$ cat src/pci_defines.svh
// Offsets, field positions, debug pin mask and reset values of the pin change unit
`ifndef PCI_DEFINES_SVH
`define PCI_DEFINES_SVH
`define PCI_OFF_RISE 4'h0
`define PCI_OFF_FALL 4'h1
`define PCI_OFF_FLAGS 4'h2
`define PCI_OFF_IRQ_EN 4'h3
`define PCI_OFF_IRQ_REQ 4'h4
`define PCI_OFF_STATUS 4'h5
`define PCI_OFF_MASK 4'h6
`define PCI_RST_BYTE 8'h00
`define PCI_DBG_PINS 8'h03
`define PCI_ST_SET 0
`define PCI_ST_CLR 1
`endif

$ cat src/pci_pkg.sv
// Types shared by the pin change unit
package pci_pkg;
  typedef logic [7:0] pci_byte_t;
  typedef logic [3:0] pci_addr_t;
  typedef struct packed {
    logic wr;
    logic rd;
    pci_addr_t addr;
    pci_byte_t wdata;
  } pci_bus_s;
  typedef enum logic [1:0] {
    PCI_RUN = 2'b01,
    PCI_SLEEP = 2'b10
  } pci_pwr_e;
endpackage

$ cat src/pci_edge_det.sv
// Per-pin synchroniser and edge detector
module pci_edge_det (
  input wire logic clk_i,
  input wire logic rst_i,
  input wire logic [7:0] pin_i,
  output logic [7:0] rise_o,
  output logic [7:0] fall_o
);
  logic [7:0] meta_q;
  logic [7:0] sync_q;
  logic [7:0] prev_q;
  logic [2:0] fill_q;

  // Edges are ignored until both compare flops hold real pin samples;
  // a pin idling high would otherwise show a false rise after reset
  always_ff @(posedge clk_i) begin
    if (rst_i) begin
      fill_q <= 3'b000;
    end else begin
      fill_q <= {fill_q[1:0], 1'b1};
    end
  end

  always_ff @(posedge clk_i) begin
    if (rst_i) begin
      meta_q <= 8'h00;
      sync_q <= 8'h00;
      prev_q <= 8'h00;
    end else begin
      meta_q <= pin_i;
      sync_q <= meta_q;
      prev_q <= sync_q;
    end
  end

  genvar g;
  generate
    for (g = 0; g < 8; g++) begin : g_pin
      assign rise_o[g] = fill_q[2] & sync_q[g] & ~prev_q[g];
      assign fall_o[g] = fill_q[2] & ~sync_q[g] & prev_q[g];
    end
  endgenerate
endmodule // pci_edge_det

$ cat src/pci_top.sv
// Pin change interrupt unit for an 8-bit port
`include "pci_defines.svh"

module pci_top (
  input wire logic CORE_CLK_I,
  input wire logic SYS_RST_I,
  input wire logic [7:0] PORTA_PIN_I,
  input wire logic DEBUG_EN_I,
  input wire logic SLEEP_I,
  input wire logic BUS_WR_I,
  input wire logic BUS_RD_I,
  input wire pci_pkg::pci_addr_t BUS_ADDR_I,
  input wire pci_pkg::pci_byte_t BUS_WDATA_I,
  output pci_pkg::pci_byte_t BUS_RDATA_O,
  output logic CHANGE_IRQ_O,
  output logic WAKE_O,
  output logic IRQ_O
);
  import pci_pkg::*;

  ////////////////////////////////////////////////////////////////////////
  pci_bus_s bus;
  assign bus = '{wr: BUS_WR_I, rd: BUS_RD_I, addr: BUS_ADDR_I, wdata: BUS_WDATA_I};

  pci_byte_t rise_en_q, fall_en_q, flags_q, flags_d;
  logic irq_en_q;
  logic [1:0] status_q, mask_q;
  logic dbg_meta_q, dbg_q, slp_meta_q, slp_q;
  pci_pwr_e pwr_q;
  logic [7:0] rise, fall, hit, avail;
  logic flag_new;

  pci_edge_det u_edge (
    .clk_i(CORE_CLK_I),
    .rst_i(SYS_RST_I),
    .pin_i(PORTA_PIN_I),
    .rise_o(rise),
    .fall_o(fall)
  );

  // Debug and sleep arrive from other logic domains
  always_ff @(posedge CORE_CLK_I) begin
    if (SYS_RST_I) begin
      dbg_meta_q <= 1'b0;
      dbg_q <= 1'b0;
      slp_meta_q <= 1'b0;
      slp_q <= 1'b0;
    end else begin
      dbg_meta_q <= DEBUG_EN_I;
      dbg_q <= dbg_meta_q;
      slp_meta_q <= SLEEP_I;
      slp_q <= slp_meta_q;
    end
  end

  ////////////////////////////////////////////////////////////////////////
  // debugger owns low pins
  assign avail = dbg_q ? ~`PCI_DBG_PINS : 8'hff;

  genvar g;
  generate
    for (g = 0; g < 8; g++) begin : g_hit
      assign hit[g] = avail[g] & ((rise_en_q[g] & rise[g]) | (fall_en_q[g] & fall[g]));
    end
  endgenerate

  always_ff @(posedge CORE_CLK_I) begin
    if (SYS_RST_I) begin
      rise_en_q <= `PCI_RST_BYTE;
      fall_en_q <= `PCI_RST_BYTE;
      irq_en_q <= 1'b0;
      mask_q <= 2'b00;
    end else if (bus.wr) begin
      case (bus.addr)
        `PCI_OFF_RISE: rise_en_q <= bus.wdata;
        `PCI_OFF_FALL: fall_en_q <= bus.wdata;
        `PCI_OFF_IRQ_EN: irq_en_q <= bus.wdata[0];
        `PCI_OFF_MASK: mask_q <= bus.wdata[1:0];
        default: ;
      endcase
    end
  end

  always_comb begin
    flags_d = flags_q;
    if (bus.wr && bus.addr == `PCI_OFF_FLAGS) begin
      flags_d = bus.wdata;
    end
    flags_d = (flags_d | hit) & avail;
  end

  always_ff @(posedge CORE_CLK_I) begin
    if (SYS_RST_I) begin
      flags_q <= `PCI_RST_BYTE;
    end else begin
      flags_q <= flags_d;
    end
  end

  assign flag_new = |hit;

  // Sticky events: bit 0 set on enabled edge, bit 1 on a flag write that clears a flag; cleared by writing one; set wins
  always_ff @(posedge CORE_CLK_I) begin
    if (SYS_RST_I) begin
      status_q <= 2'b00;
    end else begin
      status_q[`PCI_ST_SET] <= flag_new |
        (status_q[`PCI_ST_SET] & ~(bus.wr && bus.addr == `PCI_OFF_STATUS && bus.wdata[`PCI_ST_SET]));
      status_q[`PCI_ST_CLR] <= (bus.wr && bus.addr == `PCI_OFF_FLAGS && |(flags_q & ~bus.wdata)) |
        (status_q[`PCI_ST_CLR] & ~(bus.wr && bus.addr == `PCI_OFF_STATUS && bus.wdata[`PCI_ST_CLR]));
    end
  end

  ////////////////////////////////////////////////////////////////////////
  always_ff @(posedge CORE_CLK_I) begin
    if (SYS_RST_I) begin
      pwr_q <= PCI_RUN;
    end else begin
      case (pwr_q)
        PCI_RUN: if (slp_q) pwr_q <= PCI_SLEEP;
        PCI_SLEEP: if (!slp_q || (flag_new && irq_en_q)) pwr_q <= PCI_RUN;
        default: pwr_q <= PCI_RUN;
      endcase
    end
  end

  // Outputs from flops; summary lags flags by one cycle
  always_ff @(posedge CORE_CLK_I) begin
    if (SYS_RST_I) begin
      CHANGE_IRQ_O <= 1'b0;
      WAKE_O <= 1'b0;
      IRQ_O <= 1'b0;
    end else begin
      CHANGE_IRQ_O <= irq_en_q & (|flags_q);
      WAKE_O <= (pwr_q == PCI_SLEEP) && flag_new && irq_en_q;
      IRQ_O <= |(status_q & mask_q);
    end
  end

  always_ff @(posedge CORE_CLK_I) begin
    if (SYS_RST_I) begin
      BUS_RDATA_O <= 8'h00;
    end else if (bus.rd) begin
      case (bus.addr)
        `PCI_OFF_RISE: BUS_RDATA_O <= rise_en_q;
        `PCI_OFF_FALL: BUS_RDATA_O <= fall_en_q;
        `PCI_OFF_FLAGS: BUS_RDATA_O <= flags_q;
        `PCI_OFF_IRQ_EN: BUS_RDATA_O <= {7'h00, irq_en_q};
        `PCI_OFF_IRQ_REQ: BUS_RDATA_O <= {7'h00, |flags_q};
        `PCI_OFF_STATUS: BUS_RDATA_O <= {6'h00, status_q};
        `PCI_OFF_MASK: BUS_RDATA_O <= {6'h00, mask_q};
        default: BUS_RDATA_O <= 8'h00;
      endcase
    end else begin
      BUS_RDATA_O <= 8'h00;
    end
  end
endmodule // pci_top

$ cat config.mk
export PLATFORM = sky130hd
export DESIGN_NAME = pci_top
export DESIGN_NICKNAME = d
export VERILOG_FILES = /design/src/pci_pkg.sv /design/src/pci_edge_det.sv /design/src/pci_top.sv
export VERILOG_INCLUDE_DIRS = /design/src
export SDC_FILE = /design/constraint.sdc
export NUM_CORES = 1
export LEC_CHECK = 0
export ABC_AREA = 1
export BUFFER_PORTS_ARGS = -buffer_cell sky130_fd_sc_hd__buf_2
export CAP_MARGIN = 15
export CORE_MARGIN = 4
export CORE_UTILIZATION = 60
export CTS_CLUSTER_DIAMETER = 150
export DETAILED_ROUTE_END_ITERATION = 10
export PLACE_DENSITY = 0.82
export SETUP_SLACK_MARGIN = 0.2
export SYNTH_ARGS = -nofsm -noshare
export SYNTH_HDL_FRONTEND = slang
export SYNTH_SLANG_ARGS = --single-unit
export TNS_END_PERCENT = 1
$ cat constraint.sdc
create_clock -name CORE_CLK_I -period 2 [get_ports CORE_CLK_I]
set_input_delay 0.3 -clock CORE_CLK_I [delete_from_list [all_inputs] [get_ports CORE_CLK_I]]
set_output_delay 0.3 -clock CORE_CLK_I [all_outputs]
set_load 0.02 [all_outputs]
Word level (Yosys, flattened, before mapping)
Index checks and enable logic that the tools add are counted.
Storage, ports and cells
  bits in registers: 73
  input bits: 26
Operators by class
  eq/ne operators: 10
  muxes and demuxes: 7
  bitwise operators: 93
  reductions and logical operators: 21
Operators by type and width (number)
  $pmux 8 s7: 1
  $and 1x1->1: 53
  $reduce_or 8->1: 3
  $not 1->1: 19
  $and 8x8->8: 2
  $eq 4x3->1 const B: 3
  $or 1x1->1: 10
  $reduce_and 2->1: 5
  $eq 4x2->1 const B: 2
  $logic_and 1x1->1: 8
  $mux 8: 1
  $not 8->8: 1
  $or 8x8->8: 1
  $and 1x1->1 const A: 6
  $mux 2: 3
  $eq 4x1->1 const B: 1
  $logic_not 4->1: 1
  $ne 2x2->1 const B: 2
  $pmux 2 s2: 1
  $reduce_or 2->1: 2
  $and 2x2->2: 1
  $eq 2x1->1 const B: 1
  $eq 2x2->1 const B: 1
  $logic_not 1->1: 1
  other kinds (2): 2

Longest topological paths before layout
  depth after elaboration: 11
  mapped depth: 11

Modules after synthesis
A second synthesis with hierarchy kept.
Second synthesis, totals
  cells, all modules: 413
  area, all modules: 3076.7 um2
By module, submodules not included
  pci_top: instances 1, cells each 296, area an instance 2090.8 um2
  pci_edge_det: instances 1, cells each 117, area an instance 985.9 um2

Worst setup path after synthesis
OpenSTA, ideal clock, no wires.
  path type: input port to flip-flop
  start: input port BUS_ADDR_I[3]
  end: register rise_en_q[1]
  library setup time: 0.120 ns
  arrival: 1.004 ns
  required time: 1.880 ns
  setup slack: 0.876 ns
  stages on the path: 6
  buffers on the path: 0
  cells stage by stage: nor2_4 > nand2_1 > inv_1 > nand2_2 > o21ai_0 > a21oi_1
On the way
  longest elaborated chain between the ends: 2
RTL lines
  from (decl): RTL line pci_top.sv:12  | input wire pci_pkg::pci_addr_t BUS_ADDR_I,
  $logic_not 4->1: RTL line pci_top.sv:74  | case (bus.addr)
  $reduce_and 2->1 (no source line)
  to (signal assigned): RTL line pci_top.sv:69  | rise_en_q <= `PCI_RST_BYTE;
  to (signal assigned): RTL line pci_top.sv:75  | `PCI_OFF_RISE: rise_en_q <= bus.wdata;
  to (decl): RTL line pci_top.sv:25  | pci_byte_t rise_en_q, fall_en_q, flags_q, flags_d;
Every way passes these cells.
A chain may end at the register's enable or synchronous reset.

Worst setup path in the final report
Same ends and word-level chain as after synthesis.

==> reports/metrics.json <==
{
  "status": {"value": "completed"},
  "drt.antenna.violating_nets": {"value": 0},
  "rows": {"value": 25},
  "drt_pre_antenna_iters": {"value": 4},
  "clkSlewWorstSetupHoldPaths": {"value": 70, "unit": "ps"},
  "antenna_cells": {"value": 0},
  "clock.fmax": {"value": 755, "unit": "MHz"},
  "post_cts_hold_buffer_count": {"value": 0},
  "leakage": {"value": 1.54, "unit": "nW"},
  "syn_area_per_cell": {"value": 7.38, "unit": "µm²"},
  "cp_max_fo": {"value": 13},
  "preCtsSetupSlack": {"value": 332, "unit": "ps"},
  "cp.arrival": {"value": 1550, "unit": "ps"},
  "wirelength": {"value": 5590, "unit": "µm"},
  "critical_path.top_delay_family": {"value": "simple AND/OR/NAND/NOR gates"},
  "switching_power_of_the_nets": {"value": 0.000598, "unit": "W"},
  "endpoint_class_of_the_critical_path": {"value": "register"},
  "finalCritPeriodShare": {"value": 66.2, "unit": "%"},
  "power_density": {"value": 805, "unit": "nW/µm²"},
  "worst-slew-pin-transition": {"value": 479, "unit": "ps"},
  "setup_viol": {"value": 0},
  "final_nets": {"value": 459},
  "total_via_count_in_the_routed_design": {"value": 2422},
  "maxCapViolations": {"value": 0},
  "numPlacedInstances": {"value": 489},
  "max_stage_delay": {"value": 310, "unit": "ps"},
  "post_synth_inst_count": {"value": 394},
  "grt_max_degree": {"value": 45},
  "ctsHtreeMaxLevel": {"value": 3},
  "cts-buffers-inserted": {"value": 9},
  "post-cts-setup-buffers": {"value": 0},
  "synth_sequential_area_ratio": {"value": 50.2, "unit": "%"},
  "synth-edff-count": {"value": 0},
  "postCtsResizedCells": {"value": 0},
  "fin_cells": {"value": 503},
  "area_share_of_the_largest_cell_type_after_synthesis": {"value": 50.2, "unit": "%"},
  "post_synth_top_cells": {"value": "sky130_fd_sc_hd__inv_1 (83), sky130_fd_sc_hd__nand2_1 (82), sky130_fd_sc_hd__dfxtp_1 (73)"},
  "irDropWorstVdd": {"value": 0.451, "unit": "mV"},
  "postSynth.asyncResetShare": {"value": 0, "unit": "%"},
  "most_used_flip_flop_cell_after_synthesis": {"value": "sky130_fd_sc_hd__dfxtp_1"},
  "core-area": {"value": 4720, "unit": "µm²"},
  "gr-total-overflow": {"value": 0},
  "setup-tns-final": {"value": 0, "unit": "ps"},
  "grt.total_usage": {"value": 20.0, "unit": "%"},
  "wire_length_of_the_first_global_routing_pass": {"value": 9280, "unit": "µm"},
  "detailed_route_vias_per_instance": {"value": 4.82},
  "post_route_cells_drive_above_1_share": {"value": 14.2, "unit": "%"},
  "layout-area-overhead-vs-synth": {"value": 13.5, "unit": "%"},
  "syn_nets": {"value": 420},
  "number_of_max_slew_violations_in_the_final_report": {"value": 0},
  "dr.first_iter.drc_count": {"value": 182},
  "start_util": {"value": 61.6, "unit": "%"},
  "internal_power": {"value": 0.00206, "unit": "W"},
  "io_buffer_count": {"value": 36},
  "synth_cell_types": {"value": 32},
  "cp.required": {"value": 2230, "unit": "ps"},
  "maxSlewHeadroom": {"value": 68.1, "unit": "%"},
  "switching_share": {"value": 22.5, "unit": "%"},
  "cp-start-kind": {"value": "primary input"},
  "die_height": {"value": 77.6, "unit": "µm"},
  "synthMostInstantiatedCell": {"value": "sky130_fd_sc_hd__inv_1"},
  "insertion_delay": {"value": 340, "unit": "ps"},
  "comb_power_share": {"value": 6.5, "unit": "%"},
  "antenna_found_initial": {"value": 0},
  "rsz0062_at_grt": {"value": "false"},
  "synth.yosys.warnings": {"value": 0},
  "clock_power_share": {"value": 36.6, "unit": "%"},
  "layout_min_cycle_time": {"value": 1320, "unit": "ps"},
  "synth-seq-cells": {"value": 73},
  "dieArea": {"value": 6030, "unit": "µm²"},
  "wl_per_cell": {"value": 11.1, "unit": "µm"},
  "die_width": {"value": 77.6, "unit": "µm"},
  "path_class": {"value": "primary input to register"},
  "critical_path.cell_chain": {"value": "buf_2, nor2_4, nand2_1, inv_1, nand2_2, o21ai_0, a21oi_1"},
  "post-route-worst-setup-slack": {"value": 676, "unit": "ps"},
  "max-clock-path-buffers": {"value": 2},
  "final_hold_viol_count": {"value": 0},
  "slowest_cell_on_the_critical_path": {"value": "sky130_fd_sc_hd__inv_1"},
  "yosysTopAreaCell": {"value": "sky130_fd_sc_hd__dfxtp_1"},
  "post-dp-hpwl": {"value": 4090, "unit": "µm"},
  "critPathBufInv": {"value": 2},
  "clock_root_buffer_master": {"value": "sky130_fd_sc_hd__clkbuf_8"},
  "total_standard_cell_area_after_synthesis": {"value": 2910, "unit": "µm²"},
  "route.detailed.drc": {"value": 0},
  "power.total": {"value": 0.00266, "unit": "W"},
  "grt_pass1_vias": {"value": 2146},
  "clock_skew": {"value": 7.82, "unit": "ps"},
  "cts_sinks": {"value": 73},
  "seq_power_share": {"value": 56.9, "unit": "%"},
  "io_pins": {"value": 37},
  "netlist_top_cells_area": {"value": "sky130_fd_sc_hd__dfxtp_1 (50%), sky130_fd_sc_hd__inv_1 (11%), sky130_fd_sc_hd__nand2_1 (11%)"},
  "last_weighted_congestion_value_of_the_routability_driven_placer": {"value": 0.908},
  "tritoncts": {"value": "yes"},
  "hold_path_class": {"value": "primary input to register"}
}
sequential cells by signal, summed over array words and instances, names as in the netlist:
| signal | cells |
|---|---|
| BUS_RDATA_O | 8 |
| fall_en_q | 8 |
| flags_q | 8 |
| rise_en_q | 8 |
| u_edge.meta_q | 8 |
| u_edge.prev_q | 8 |
| u_edge.sync_q | 8 |
| u_edge.fill_q | 3 |
| mask_q | 2 |
| pwr_q | 2 |
| status_q | 2 |
| CHANGE_IRQ_O | 1 |
| IRQ_O | 1 |
| WAKE_O | 1 |
| dbg_meta_q | 1 |
| dbg_q | 1 |
| irq_en_q | 1 |
| slp_meta_q | 1 |
| slp_q | 1 |
per-layer routing:
| layer | vias up | track usage (%) | part of all wire, % |
|---|---|---|---|
| li1 | 1295 | - | - |
| met1 | 1010 | 24.9 | 45 |
| met3 | 15 | 6.61 | 9.5 |
| met2 | 102 | 29.5 | 43 |
| met5 | - | 0 | 0 |
| met4 | 0 | 12.8 | 2.4 |
kinds of logic after synthesis:
family,after synthesis,synth area share (%)
buffers and inverters,96,13.1
DFF,73,50.2
AOI/OAI and AO/OA,63,12.6
and+or+nand+nor,162,24.0
area by class of cell:
class	instances	area, µm²
inverter	86	330
timing repair buffer	38	195
multi-input combinational	225	1070
clock buffer	14	163
sequential	73	1460
fill	373	1420
tap	67	83.8
power by group through the flow:
stage | registers (W) | clock network, W | logic, W
detailed placement | 0.00154 | 0 | 0.000172
global route | 0.00151 | 0.00107 | 0.000198
global placement | 0.00154 | 0 | 0.000169
finish | 0.00151 | 0.000974 | 0.000173
CTS | 0.00151 | 0.00100 | 0.000173
floorplan | 0.00154 | 0 | 0.000109
cells in the final DEF, fill, tap and decap left out, drive strengths merged, types with 3 or more instances in the layout:
cell type	n
o211ai	3
a21oi	26
dfxtp	73
o22ai	9
o21ai	15
clkbuf	14
buf	38
o221ai	4
inv	85
nand3	25
nor3	4
nor2	45
nand2	85
final timing paths:
check	startpoint	to	slack, ps	cells past startpoint
worst max-delay path	BUS_ADDR_I[3]	rise_en_q[1]$_SDFFE_PP0P_	680	7
worst min-delay path	SLEEP_I	slp_meta_q$_SDFF_PP0_	160	3
worst max register to register	u_edge.fill_q[2]$_SDFF_PP0_	pwr_q[1]$_SDFFE_PP0P_	690	9
worst min register to register	u_edge.meta_q[2]$_SDFF_PP0_	u_edge.sync_q[2]$_SDFF_PP0_	400	2
through the flow:
step                utilization (%)  area, µm²  hold slack (ps)
global placement               66.4       3140              389
detailed placement             66.4       3140              393
CTS                            69.9       3300              144
finish                         69.9       3300              162
global route                   69.9       3300              153
floorplan                         -       2910              388
tightest hold or removal path, cell delays in order:
cell and delay, ps:
sky130_fd_sc_hd__buf_2 70, sky130_fd_sc_hd__inv_1 30, sky130_fd_sc_hd__nor2_1 60
No activity file was read; power rests on OpenSTA's default activity.
